==> src/logic/rptx_pkg.sv <==
// Constants and types for the transmit symbol conditioner
package rptx_pkg;
  // Register byte addresses
  localparam logic [7:0] ADDR_TX_STATE = 8'h00;
  localparam logic [7:0] ADDR_INJ_CTL = 8'h04;
  localparam logic [7:0] ADDR_INJ_THR = 8'h08;
  localparam logic [7:0] ADDR_INJ_SYM_A = 8'h0c;
  localparam logic [7:0] ADDR_INJ_SYM_B = 8'h10;
  localparam logic [7:0] ADDR_STATUS = 8'h14;
  // Field positions
  localparam int MODE_LSB = 0;
  localparam int PAR_EN_BIT = 6;
  localparam int INJ_LSB = 0;
  localparam int ST_PERR_BIT = 0;
  localparam int ST_RF_LSB = 1;
  localparam int ST_LVL_LSB = 4;
  localparam int ST_CNT_LSB = 8;
  // Reset values
  localparam logic [2:0] MODE_RST = 3'h0;
  localparam logic PAR_EN_RST = 1'b1;
  localparam logic [7:0] INJ_THR_RST = 8'h00;
  localparam logic [4:0] INJ_SYM_RST = 5'h00;
  // Bit slots per symbol pair
  localparam logic [3:0] BITS_PER_PAIR = 4'ha;
  // Preamble targets, in idle pairs
  localparam logic [3:0] PRE_TARGET = 4'h7;
  localparam logic [3:0] PRE_MAX = 4'hf;
  // Smoother queue: nominal fill and depth
  localparam logic [1:0] SM_NOMINAL = 2'h1;
  localparam logic [1:0] SM_DEPTH = 2'h2;
  // Five-bit line codes
  localparam logic [4:0] SYM_I = 5'h1f;
  localparam logic [4:0] SYM_H = 5'h04;
  localparam logic [4:0] SYM_Q = 5'h00;
  localparam logic [4:0] SYM_J = 5'h18;
  localparam logic [4:0] SYM_K = 5'h11;
  localparam logic [4:0] SYM_T = 5'h0d;
  localparam logic [4:0] SYM_R = 5'h07;
  localparam logic [4:0] SYM_S = 5'h19;
  typedef enum logic [2:0] {
    TM_OFF = 3'b000,
    TM_ACTIVE = 3'b001,
    TM_IDLE = 3'b010,
    TM_MASTER = 3'b011,
    TM_QUIET = 3'b100,
    TM_RSVD = 3'b101,
    TM_HALT = 3'b110,
    TM_RSVD2 = 3'b111
  } rptx_mode_e;
  typedef enum logic [1:0] {
    INJ_NONE = 2'b00,
    INJ_ONESHOT = 2'b01,
    INJ_PERIODIC = 2'b10,
    INJ_CONT = 2'b11
  } rptx_inj_e;
  typedef enum logic [2:0] {
    RF_IDLE = 3'b000,
    RF_REPEAT = 3'b001,
    RF_HALT = 3'b010,
    RF_END = 3'b011
  } rptx_rf_e;
endpackage : rptx_pkg

==> src/logic/rptx_symbol_conditioner.sv <==
// Transmit repeat filter, smoother, line states, injection, serializer
`timescale 1ns/100ps

module rptx_symbol_conditioner (
  // Clock and reset
  input wire logic clock,
  input wire logic srst,
  // APB register port
  input wire logic psel,
  input wire logic penable,
  input wire logic pwrite,
  input wire logic [7:0] paddr,
  input wire logic [31:0] pwdata,
  input wire logic [3:0] pstrb,
  output logic [31:0] prdata,
  output logic pready,
  output logic pslverr,
  // Encoded symbol pairs from the upstream encoder
  input wire logic [9:0] pairIn,
  input wire logic tx_parity_fail,
  output logic pairTake,
  // Serial line toward the media transmitter
  output logic txBit,
  output logic txEnable
);

  typedef struct packed {
    logic [2:0] txMode;
    logic parEn;
    logic [1:0] injCtl;
    logic [7:0] injThr;
    logic [4:0] injA;
    logic [4:0] injB;
    logic parErr;
    rptx_pkg::rptx_rf_e rf;
    logic [1:0] lvl;
    logic [9:0] q0;
    logic [9:0] q1;
    logic [3:0] preCnt;
    logic inPre;
    logic extDone;
    logic delDone;
    logic [3:0] bitCnt;
    logic [9:0] shift;
    logic [7:0] injCnt;
    logic shotDone;
    logic txEn;
    logic [31:0] rdata;
  } rptx_state_s;

  rptx_state_s st;
  rptx_state_s next_st;

  localparam logic [9:0] PAIR_II = {rptx_pkg::SYM_I, rptx_pkg::SYM_I};
  localparam logic [9:0] PAIR_HH = {rptx_pkg::SYM_H, rptx_pkg::SYM_H};
  localparam logic [9:0] PAIR_QQ = {rptx_pkg::SYM_Q, rptx_pkg::SYM_Q};
  localparam logic [9:0] PAIR_HQ = {rptx_pkg::SYM_H, rptx_pkg::SYM_Q};
  localparam logic [9:0] PAIR_JK = {rptx_pkg::SYM_J, rptx_pkg::SYM_K};

  // Sixteen data codes; anything else not a known control is a violation
  function automatic logic isData(input logic [4:0] s);
    case (s)
      5'h1e, 5'h09, 5'h14, 5'h15, 5'h0a, 5'h0b, 5'h0e, 5'h0f,
      5'h12, 5'h13, 5'h16, 5'h17, 5'h1a, 5'h1b, 5'h1c, 5'h1d: begin
        isData = 1'b1;
      end
      default: begin
        isData = 1'b0;
      end
    endcase
  endfunction : isData

  // Halt and Quiet inside a frame count as violations
  function automatic logic isLegal(input logic [4:0] s);
    isLegal = isData(s) || s == rptx_pkg::SYM_I || s == rptx_pkg::SYM_J
      || s == rptx_pkg::SYM_K || s == rptx_pkg::SYM_T
      || s == rptx_pkg::SYM_R || s == rptx_pkg::SYM_S;
  endfunction : isLegal

  function automatic logic isRS(input logic [4:0] s);
    isRS = s == rptx_pkg::SYM_R || s == rptx_pkg::SYM_S;
  endfunction : isRS

  logic byteSlot;
  logic [4:0] symA;
  logic [4:0] symB;
  logic pairJK;
  logic pairViol;
  logic leadIdle;
  logic forceIdle;
  logic [9:0] rfOut;
  logic [9:0] smIn;
  logic [9:0] smOut;
  logic [9:0] lsgOut;
  logic [9:0] finalOut;
  logic injHit;
  logic setup;
  logic access;
  logic mapped;
  logic [31:0] statusWord;

  assign byteSlot = st.bitCnt == rptx_pkg::BITS_PER_PAIR - 4'h1;
  assign symA = pairIn[9:5];
  assign symB = pairIn[4:0];
  assign pairJK = pairIn == PAIR_JK;
  assign leadIdle = symA == rptx_pkg::SYM_I;
  assign pairViol = !isLegal(symA) || !isLegal(symB)
    || (tx_parity_fail && st.parEn);
  assign forceIdle = st.txMode != rptx_pkg::TM_ACTIVE;
  assign pairTake = byteSlot;
  assign setup = psel && !penable;
  assign access = psel && penable;
  assign mapped = paddr == rptx_pkg::ADDR_TX_STATE
    || paddr == rptx_pkg::ADDR_INJ_CTL || paddr == rptx_pkg::ADDR_INJ_THR
    || paddr == rptx_pkg::ADDR_INJ_SYM_A || paddr == rptx_pkg::ADDR_INJ_SYM_B
    || paddr == rptx_pkg::ADDR_STATUS;
  assign pready = access;
  assign pslverr = access && !mapped;
  assign prdata = st.rdata;
  assign txBit = st.shift[9];
  assign txEnable = st.txEn;

  always_comb begin
    statusWord = 32'h0;
    statusWord[rptx_pkg::ST_PERR_BIT] = st.parErr;
    statusWord[rptx_pkg::ST_RF_LSB +: 3] = st.rf;
    statusWord[rptx_pkg::ST_LVL_LSB +: 2] = st.lvl;
    statusWord[rptx_pkg::ST_CNT_LSB +: 4] = st.preCnt;
  end

  // Line state generator patterns
  always_comb begin
    case (st.txMode)
      rptx_pkg::TM_IDLE: begin
        lsgOut = PAIR_II;
      end
      rptx_pkg::TM_MASTER: begin
        lsgOut = PAIR_HQ;
      end
      rptx_pkg::TM_HALT: begin
        lsgOut = PAIR_HH;
      end
      rptx_pkg::TM_QUIET, rptx_pkg::TM_OFF: begin
        lsgOut = PAIR_QQ;
      end
      default: begin
        lsgOut = PAIR_QQ;
      end
    endcase
  end

  always_comb begin
    next_st = st;
    rfOut = PAIR_II;
    smIn = PAIR_II;
    smOut = PAIR_II;
    finalOut = PAIR_QQ;
    injHit = 1'b0;
    next_st.bitCnt = byteSlot ? 4'h0 : st.bitCnt + 4'h1;
    next_st.shift = {st.shift[8:0], 1'b0};
    next_st.txEn = st.txMode != rptx_pkg::TM_OFF;

    if (byteSlot) begin
      // Repeat filter
      if (forceIdle) begin
        next_st.rf = rptx_pkg::RF_IDLE;
        rfOut = PAIR_II;
      end else if (pairJK) begin
        next_st.rf = rptx_pkg::RF_REPEAT;
        rfOut = pairIn;
      end else begin
        case (st.rf)
          rptx_pkg::RF_REPEAT: begin
            // R or S right before T in one pair is caught here
            if (pairViol || (isRS(symA) && symB == rptx_pkg::SYM_T)) begin
              next_st.rf = rptx_pkg::RF_HALT;
              rfOut = PAIR_HH;
            end else if (leadIdle) begin
              next_st.rf = rptx_pkg::RF_IDLE;
            end else if (isRS(symA) || isRS(symB)) begin
              next_st.rf = rptx_pkg::RF_END;
              rfOut = pairIn;
            end else begin
              rfOut = pairIn; // NT stays here as a clean ending
            end
          end
          rptx_pkg::RF_END: begin
            if (pairViol || symA == rptx_pkg::SYM_T
                || symB == rptx_pkg::SYM_T) begin
              next_st.rf = rptx_pkg::RF_HALT;
              rfOut = PAIR_HH;
            end else if (leadIdle) begin
              next_st.rf = rptx_pkg::RF_IDLE;
            end else begin
              rfOut = pairIn;
            end
          end
          rptx_pkg::RF_HALT: begin
            // First Halt pair replaced the violation; this is the second unless the pair leads with Idle
            next_st.rf = rptx_pkg::RF_IDLE;
            if (!leadIdle) begin
              rfOut = PAIR_HH;
            end
          end
          default: begin
            rfOut = PAIR_II;
          end
        endcase
      end

      // Smoother: small queue lets a pair be added or dropped
      smIn = rfOut;
      if (smIn == PAIR_JK && st.inPre && st.preCnt < rptx_pkg::PRE_TARGET
          && !st.extDone && st.lvl < rptx_pkg::SM_DEPTH) begin
        smOut = PAIR_II;
        next_st.extDone = 1'b1;
        next_st.preCnt = st.preCnt + 4'h1;
        if (st.lvl == 2'h0) begin
          next_st.q0 = smIn;
        end else begin
          next_st.q1 = smIn;
        end
        next_st.lvl = st.lvl + 2'h1;
      end else if (smIn == PAIR_II && st.preCnt >= rptx_pkg::PRE_TARGET
          && !st.delDone && st.lvl != 2'h0 && st.q0 == PAIR_II) begin
        smOut = st.q0;
        next_st.delDone = 1'b1;
        next_st.q0 = st.q1;
        next_st.lvl = st.lvl - 2'h1;
      end else begin
        smOut = (st.lvl == 2'h0) ? smIn : st.q0;
        if (st.lvl == 2'h1) begin
          next_st.q0 = smIn;
        end else if (st.lvl == rptx_pkg::SM_DEPTH) begin
          next_st.q0 = st.q1;
          next_st.q1 = smIn;
        end
      end
      // Count idles actually sent; keeps six or more at the far end
      if (smOut == PAIR_II) begin
        next_st.inPre = 1'b1;
        if (st.preCnt != rptx_pkg::PRE_MAX) begin
          next_st.preCnt = st.preCnt + 4'h1;
        end
      end else if (smOut == PAIR_JK) begin
        next_st.inPre = 1'b0;
        next_st.preCnt = 4'h0;
        next_st.extDone = 1'b0;
        next_st.delDone = 1'b0;
      end

      // Injection position of this pair; the JK itself is zero
      if (smOut == PAIR_JK) begin
        next_st.injCnt = 8'h0;
        next_st.shotDone = 1'b0;
      end else if (st.injCnt != 8'hff) begin
        next_st.injCnt = st.injCnt + 8'h1;
      end
      case (st.injCtl)
        rptx_pkg::INJ_ONESHOT: begin
          injHit = next_st.injCnt == st.injThr && !next_st.shotDone;
          if (injHit) begin
            next_st.shotDone = 1'b1;
          end
        end
        rptx_pkg::INJ_PERIODIC: begin
          injHit = next_st.injCnt >= st.injThr;
          if (injHit) begin
            next_st.injCnt = 8'h0;
          end
        end
        rptx_pkg::INJ_CONT: begin
          injHit = 1'b1;
        end
        default: begin
          injHit = 1'b0;
        end
      endcase

      // Output priority: injection, then line state, then filter path
      if (injHit) begin
        finalOut = {st.injA, st.injB};
      end else if (forceIdle) begin
        finalOut = lsgOut;
      end else begin
        finalOut = smOut;
      end
      next_st.shift = finalOut;
    end

    // Sticky parity flag; a new failure wins over a clear
    if (access && pwrite && paddr == rptx_pkg::ADDR_STATUS && pstrb[0]
        && pwdata[rptx_pkg::ST_PERR_BIT]) begin
      next_st.parErr = 1'b0;
    end
    if (byteSlot && tx_parity_fail && st.parEn) begin
      next_st.parErr = 1'b1;
    end

    // Register writes take effect in the access phase
    if (access && pwrite && pstrb[0]) begin
      case (paddr)
        rptx_pkg::ADDR_TX_STATE: begin
          next_st.txMode = pwdata[rptx_pkg::MODE_LSB +: 3];
          next_st.parEn = pwdata[rptx_pkg::PAR_EN_BIT];
        end
        rptx_pkg::ADDR_INJ_CTL: begin
          next_st.injCtl = pwdata[rptx_pkg::INJ_LSB +: 2];
        end
        rptx_pkg::ADDR_INJ_THR: begin
          next_st.injThr = pwdata[7:0];
        end
        rptx_pkg::ADDR_INJ_SYM_A: begin
          next_st.injA = pwdata[4:0];
        end
        rptx_pkg::ADDR_INJ_SYM_B: begin
          next_st.injB = pwdata[4:0];
        end
        default: begin
        end
      endcase
    end

    // Read data captured in setup so it stands for the access phase
    if (setup) begin
      case (paddr)
        rptx_pkg::ADDR_TX_STATE: begin
          next_st.rdata = {25'h0, st.parEn, 3'h0, st.txMode};
        end
        rptx_pkg::ADDR_INJ_CTL: begin
          next_st.rdata = {30'h0, st.injCtl};
        end
        rptx_pkg::ADDR_INJ_THR: begin
          next_st.rdata = {24'h0, st.injThr};
        end
        rptx_pkg::ADDR_INJ_SYM_A: begin
          next_st.rdata = {27'h0, st.injA};
        end
        rptx_pkg::ADDR_INJ_SYM_B: begin
          next_st.rdata = {27'h0, st.injB};
        end
        rptx_pkg::ADDR_STATUS: begin
          next_st.rdata = statusWord;
        end
        default: begin
          next_st.rdata = 32'h0;
        end
      endcase
    end
  end

  always_ff @(posedge clock) begin
    if (srst) begin
      st <= '0;
      st.txMode <= rptx_pkg::MODE_RST;
      st.parEn <= rptx_pkg::PAR_EN_RST;
      st.injThr <= rptx_pkg::INJ_THR_RST;
      st.injA <= rptx_pkg::INJ_SYM_RST;
      st.injB <= rptx_pkg::INJ_SYM_RST;
      st.rf <= rptx_pkg::RF_IDLE;
      st.lvl <= rptx_pkg::SM_NOMINAL;
      st.q0 <= PAIR_II;
      st.q1 <= PAIR_II;
      st.shift <= PAIR_QQ;
    end else begin
      st <= next_st;
    end
  end

endmodule : rptx_symbol_conditioner

==> config.mk <==
export PLATFORM = sky130hd
export DESIGN_NAME = rptx_symbol_conditioner
export DESIGN_NICKNAME = d
export VERILOG_FILES = /design/src/logic/rptx_pkg.sv /design/src/logic/rptx_symbol_conditioner.sv
export SDC_FILE = /design/constraint.sdc
export NUM_CORES = 1
export LEC_CHECK = 0
export ABC_AREA = 1
export BUFFER_PORTS_ARGS = -buffer_cell sky130_fd_sc_hd__buf_4
export CORE_ASPECT_RATIO = 1.5
export CORE_MARGIN = 3
export CORE_UTILIZATION = 55
export CTS_CLUSTER_DIAMETER = 80
export CTS_CLUSTER_SIZE = 12
export DETAILED_ROUTE_END_ITERATION = 16
export PLACE_DENSITY = 0.86
export SLEW_MARGIN = 20
export SYNTH_ARGS = -nofsm -noshare
export SYNTH_HDL_FRONTEND = slang
export SYNTH_SLANG_ARGS = --single-unit
==> constraint.sdc <==
create_clock -name clock -period 6.44 [get_ports clock]
set_input_delay 0.966 -clock clock [delete_from_list [all_inputs] [get_ports clock]]
set_output_delay 0.966 -clock clock [all_outputs]
set_load 0.02 [all_outputs]
# After elaboration in Yosys (flattened, before gate mapping)
# Memories as Yosys holds them, arrays and structs flattened.
# Cells that the tools add are included.
# word_totals
regBits,113
mem_bits_ro,64
memories,2
inputBits,60
wordCells,207
output_inout_bits,37
# mem_list
name,words,word_bits,read_ports,rd_ports_with_merged_regs,wr,line,rtl
(name not given),32,1,1,0,0,rptx_symbol_conditioner.sv:62,case (s)
(name not given),32,1,1,0,0,rptx_symbol_conditioner.sv:62,
# op_classes
n_reduce_logical,75
muxes,54
n_eq_ne,44
add_sub_neg,5
n_lt_le_gt_ge,4
bitwise_logic,1
# op_table
operator,count
$mux W10,18
$pmux W12 S6,1
$eq A10 B10 Y1 const B,6
$pmux W10 S3,2
$eq A5 B5 Y1 const B,8
$mux W8,5
$logic_or A1 B1 Y1,25
$mux W22,1
$logic_and A1 B1 Y1,21
$mux W3,7
$mux W20,1
$mux W19,1
$eq A8 B4 Y1 const B,2
$eq A8 B5 Y1 const B,2
$reduce_and A2 Y1,8
$eq A3 B2 Y1 const B,4
$eq A5 B3 Y1 const B,2
$eq A5 B4 Y1 const B,2
$mux W1,10
$reduce_bool A2 Y1,5
$pmux W3 S3,1
$add A4 B1 Y4 const B,2
$add A8 B1 Y8 const B,1
$eq A8 B3 Y1 const B,1
33 further kinds,47

# Depth between registers and ports, before layout
# depth
ltp_word,34
depth_mapped,33

# Worst setup path after synthesis
# No wires, ideal clock.
# synth_path
path_type,input port to flip-flop
startpoint,input pairIn[1]
endpoint,register st[43] in the netlist's numbering
stages,29
setup_ps,113
n_path_buf,2
t_arrival_ps,4462
path_slack_ps,1864
path_cell_list,nor2_1 > nand4_1 > nand2_1 > nor2_1 > nor2_2 > nand4_2 > nand2_4 > nand2_1 > o21ai_2 > nand2_1 > nor2_2 > nand3_4 > nand2_4 > nor2_4 > nor2_4 > nand3_4 > buf_2 > nand2_1 > inv_1 > ha_1 > nand2_1 > nor2_1 > nand4_1 > o2111ai_1 > o21ai_0 > clkbuf_1 > nand3_1 > nand3_1 > nand2_1
# synth_between
elab_chain_len,34
elab_cells_between_ends,56
classes_between,order compare (1); eq/ne (11); mux (20); reduce/logical (23); memory (1)
# synth_rtl
element,line,rtl
"start, declared",rptx_symbol_conditioner.sv:19,"input wire logic [9:0] pairIn,"
$mem_v2 Z32 W1 / $eq A5 B5 Y1 (equally long branches),--,
$logic_or A1 B1 Y1 (2 in series),rptx_symbol_conditioner.sv:75,isLegal = isData(s) || s == rptx_pkg::SYM_I || s == rptx_pkg::SYM_J
$logic_or A1 B1 Y1 (2 in series),rptx_symbol_conditioner.sv:76,|| s == rptx_pkg::SYM_K || s == rptx_pkg::SYM_T
$logic_or A1 B1 Y1 (2 in series),rptx_symbol_conditioner.sv:77,|| s == rptx_pkg::SYM_R || s == rptx_pkg::SYM_S;
$logic_not A1 Y1,rptx_symbol_conditioner.sv:107,assign pairViol = !isLegal(symA) || !isLegal(symB)
$logic_or A1 B1 Y1,rptx_symbol_conditioner.sv:107,
$logic_or A1 B1 Y1,rptx_symbol_conditioner.sv:108,|| (tx_parity_fail && st.parEn);
$logic_or A1 B1 Y1,rptx_symbol_conditioner.sv:188,if (pairViol || symA == rptx_pkg::SYM_T
[7 not listed],--,
$logic_and A1 B1 Y1,rptx_symbol_conditioner.sv:224,end else if (smIn == PAIR_II && st.preCnt >= rptx_pkg::PRE_TARGET
$logic_and A1 B1 Y1 (3 in series),rptx_symbol_conditioner.sv:225,&& !st.delDone && st.lvl != 2'h0 && st.q0 == PAIR_II) begin
$mux W10,rptx_symbol_conditioner.sv:224,
$mux W10 *,rptx_symbol_conditioner.sv:213,if (smIn == PAIR_JK && st.inPre && st.preCnt < rptx_pkg::PRE_TARGET
$mux W10 *,rptx_symbol_conditioner.sv:163,if (byteSlot) begin
"parallel branches: the longest is 7 deep, another holds $ge A8 B8 Y1",--,
$mux W10 *,rptx_symbol_conditioner.sv:281,if (injHit) begin
$mux W19 *,rptx_symbol_conditioner.sv:163,
"end signal, assigned",rptx_symbol_conditioner.sv:366,st <= next_st;
"end, declared",rptx_symbol_conditioner.sv:51,rptx_state_s st;
# Mark *: on every way between the ends. The select of a mux whose other input is x is not followed.
# A chain may end at the register's enable or synchronous reset.

# Worst setup path in the final report
# layout_path
startpoint,input pairIn[1]
endpoint,register st[48] in the netlist's numbering
# The elaborated chain is that of the path after synthesis.

==> metrics <==
status finished clean; Tcrit/Tclk final about three quarters; Avg WL per Cell 14.2 um; YS warnings 0; Slew HR 24.4%; number of flops mapped to enable cells by yosys 0; area occupied by multi-input gates about 3200 um^2; Critical Path RT 6.68 ns; max-slew violation count 0; unrepaired setup endpoints after global routing no; Synth Area in XOR/XNOR between 1 and 1.5%; post-CTS setup buffers 0; Seq/Total Area, Yosys 32.2%; Leak Pwr about 0.0029 uW; Avg Vias per Cell ~5.6; Power Dens Cells 190 nW/um^2; Num CTS Buffers 9; GP Congestion 0.948; total track usage 25.6%; I/O pin count 97; antenna-violating nets left 0; via count 5,695; Critical Path Max Stage Delay 0.29 ns; ys async rst share 0%; type of the worst setup path in -> reg; vias in the first global route 5,249; fraction of layout cells with a size suffix above 1 11.6%; Max VDD drop 0.178 mV; fmax 205 MHz; first-pass GRT wire length ~23,000 um; drt drc 0; WL final between 10,000 and 15,000 um; distinct cell type count after synthesis 49; Netlist Area Pre-Place 5730 um^2; antenna cells 0; Reg area 1840 um^2; Fin Clk Skew 0.00795 ns; Crit-path slowest cell ha_1; largest net degree at the start of global routing 35; Synth Area in Adders 3.06%; Layout fillers 947; First-pass DRT Iterations 5; die area 11,700 um^2; clock slew at reported path FFs approximately 0.070 ns; maxcap violations 0; most frequent CP cell nand2_1; largest family of logic cells by synthesized area simple AND/OR/NAND/NOR gates; row cnt 45; dpl hpwl 10,900 um; most frequent cells in the layout 197 x nand2_1, 107 x inv_1, 92 x dfxtp_1; Synth Flop Type dfxtp_1; Die W 89.3 um; initial antenna violation count 0; worst skew pair latency 0.35 ns; Setup TNS Final 0 ns; area of the core 10,100 um^2; Die H 131 um; CTS tree done; # resized after CTS 0; H-tree depth 3; clk sinks slightly above 90; final-stage net count between 900 and 1,000; crit path time final 4.87 ns; Starting Density about 57%; most common cell after layout, fill and taps aside nand2_1; Avg Cell Area, Syn 6.62 um^2; fraction of synthesized area in multiplexers 0.371%; Startpoint Class primary input; CP max FO 16; Min-Delay Path Class reg -> reg; DRT iter0 DRCs 353; number of I/O port buffers slightly below 50; Worst-Margin Slew 1.13 ns; synthesized flop and latch total 92; total power approximately 1200 uW; root buf cell clkbuf_16; Post-Synth Simple-Gate Area 29.8%; CTS max path bufs 2; Crit. End Element flip-flop; complex-gate fraction of the synthesized area 19.3%; Layout area overhead 9.65%; Final Hold Viols 0; cts hold-fix bufs 0; crit path DAT 5.11 ns; Cells after Synth 865; Setup violations, final 0; GRT Residual Overflow 0
-- worst paths after layout --
kind | to | from | cells past startpoint | slack, ns
worst max-delay path | st[48]$_SDFF_PP0_ | pairIn[1] | 31 | 1.57
worst min-delay path | st[47]$_SDFF_PP0_ | st[46]$_SDFF_PP0_ | 2 | 0.43
worst max register to register | st[48]$_SDFF_PP0_ | st[59]$_SDFFE_PP0P_ | 25 | 2.12
worst min register to register | st[47]$_SDFF_PP0_ | st[46]$_SDFF_PP0_ | 2 | 0.43
-- Yosys cell counts (all sizes together) (2+ instances only) --
cell / number / area share, %
clkbuf: 16 / 1.0
o31ai: 4 / 0.61
and3: 2 / 0.22
nand3: 55 / 5.2
ha: 14 / 3.1
a31oi: 9 / 0.98
buf: 39 / 5.0
nor4: 10 / 1.2
a211oi: 13 / 1.7
nor2: 76 / 5.6
nand2: 207 / 14
nor3: 15 / 1.4
inv: 116 / 7.6
xor2: 7 / 1.1
nand4: 14 / 1.7
dfxtp: 92 / 32
o21ai: 75 / 6.7
o22ai: 13 / 1.4
xnor2: 2 / 0.31
clkinv: 4 / 0.26
o211ai: 14 / 1.8
a21oi: 56 / 4.9
-- per-stage QoR --
step	setup WS (ns)	instances	util (%)	area (um^2)	hold slack (ns)
4_1_cts	1.58	1012	62.0	6280	0.429
6_report	1.57	1012	62.0	6280	0.425
2_1_floorplan	1.86	884	-	5800	0.403
3_3_place_gp	1.26	997	59.0	5980	0.410
5_1_grt	0.979	1012	62.0	6280	0.448
3_5_place_dp	1.23	997	59.0	5980	0.414
-- power breakdown --
part / total [uW] / switching, uW / internal (uW)
clock network: 539 / 236 / 304
logic: 80.5 / 54.3 / 26.2
registers: 574 / 2.38 / 572
total: 1190 / 292 / 902
-- critical path: cells and delay by family --
family                     cells  cell delay (ns)
AOI/OAI and AO/OA              1             0.12
and+or+nand+nor               26             3.42
adders and majority gates      1             0.29
buffers and inverters          3             0.29
-- area by class of cell --
| class | count | share of cell area (%) |
|---|---|---|
| flip-flops and latches | 92 | 29.3 |
| clock buffers | 9 | 3.59 |
| multi-input cells | 617 | 50.3 |
| clock inverters | 6 | 1.16 |
| inverters | 120 | 7.17 |
| well taps | 117 | 2.33 |
| repair buffers | 51 | 6.10 |
-- kinds of logic after synthesis --
family / after synthesis
AOI/OAI and AO/OA: 192
buffers and inverters: 175
and+or+nand+nor: 380
DFF: 92
muxes: 2
other: 1
xor gates and xnor gates: 9
adders and majority gates: 14
-- layer usage --
layer / track usage, % / vias up / share of wire, % / routed length [um]
li1: - / 2873 / - / -
met1: 28.3 / 2541 / 39 / 5670
met2: 43.8 / 221 / 50 / 7200
met3: 4.96 / 60 / 5.1 / 740
met4: 16.6 / 0 / 5.4 / 770
met5: 0 / - / 0 / 0
-- state kept, by name, indices dropped and copies added (netlist names) --
register,cells
txEnable,1
txBit,1
prdata,12
st,78
(Power assumes the default switching activity.)
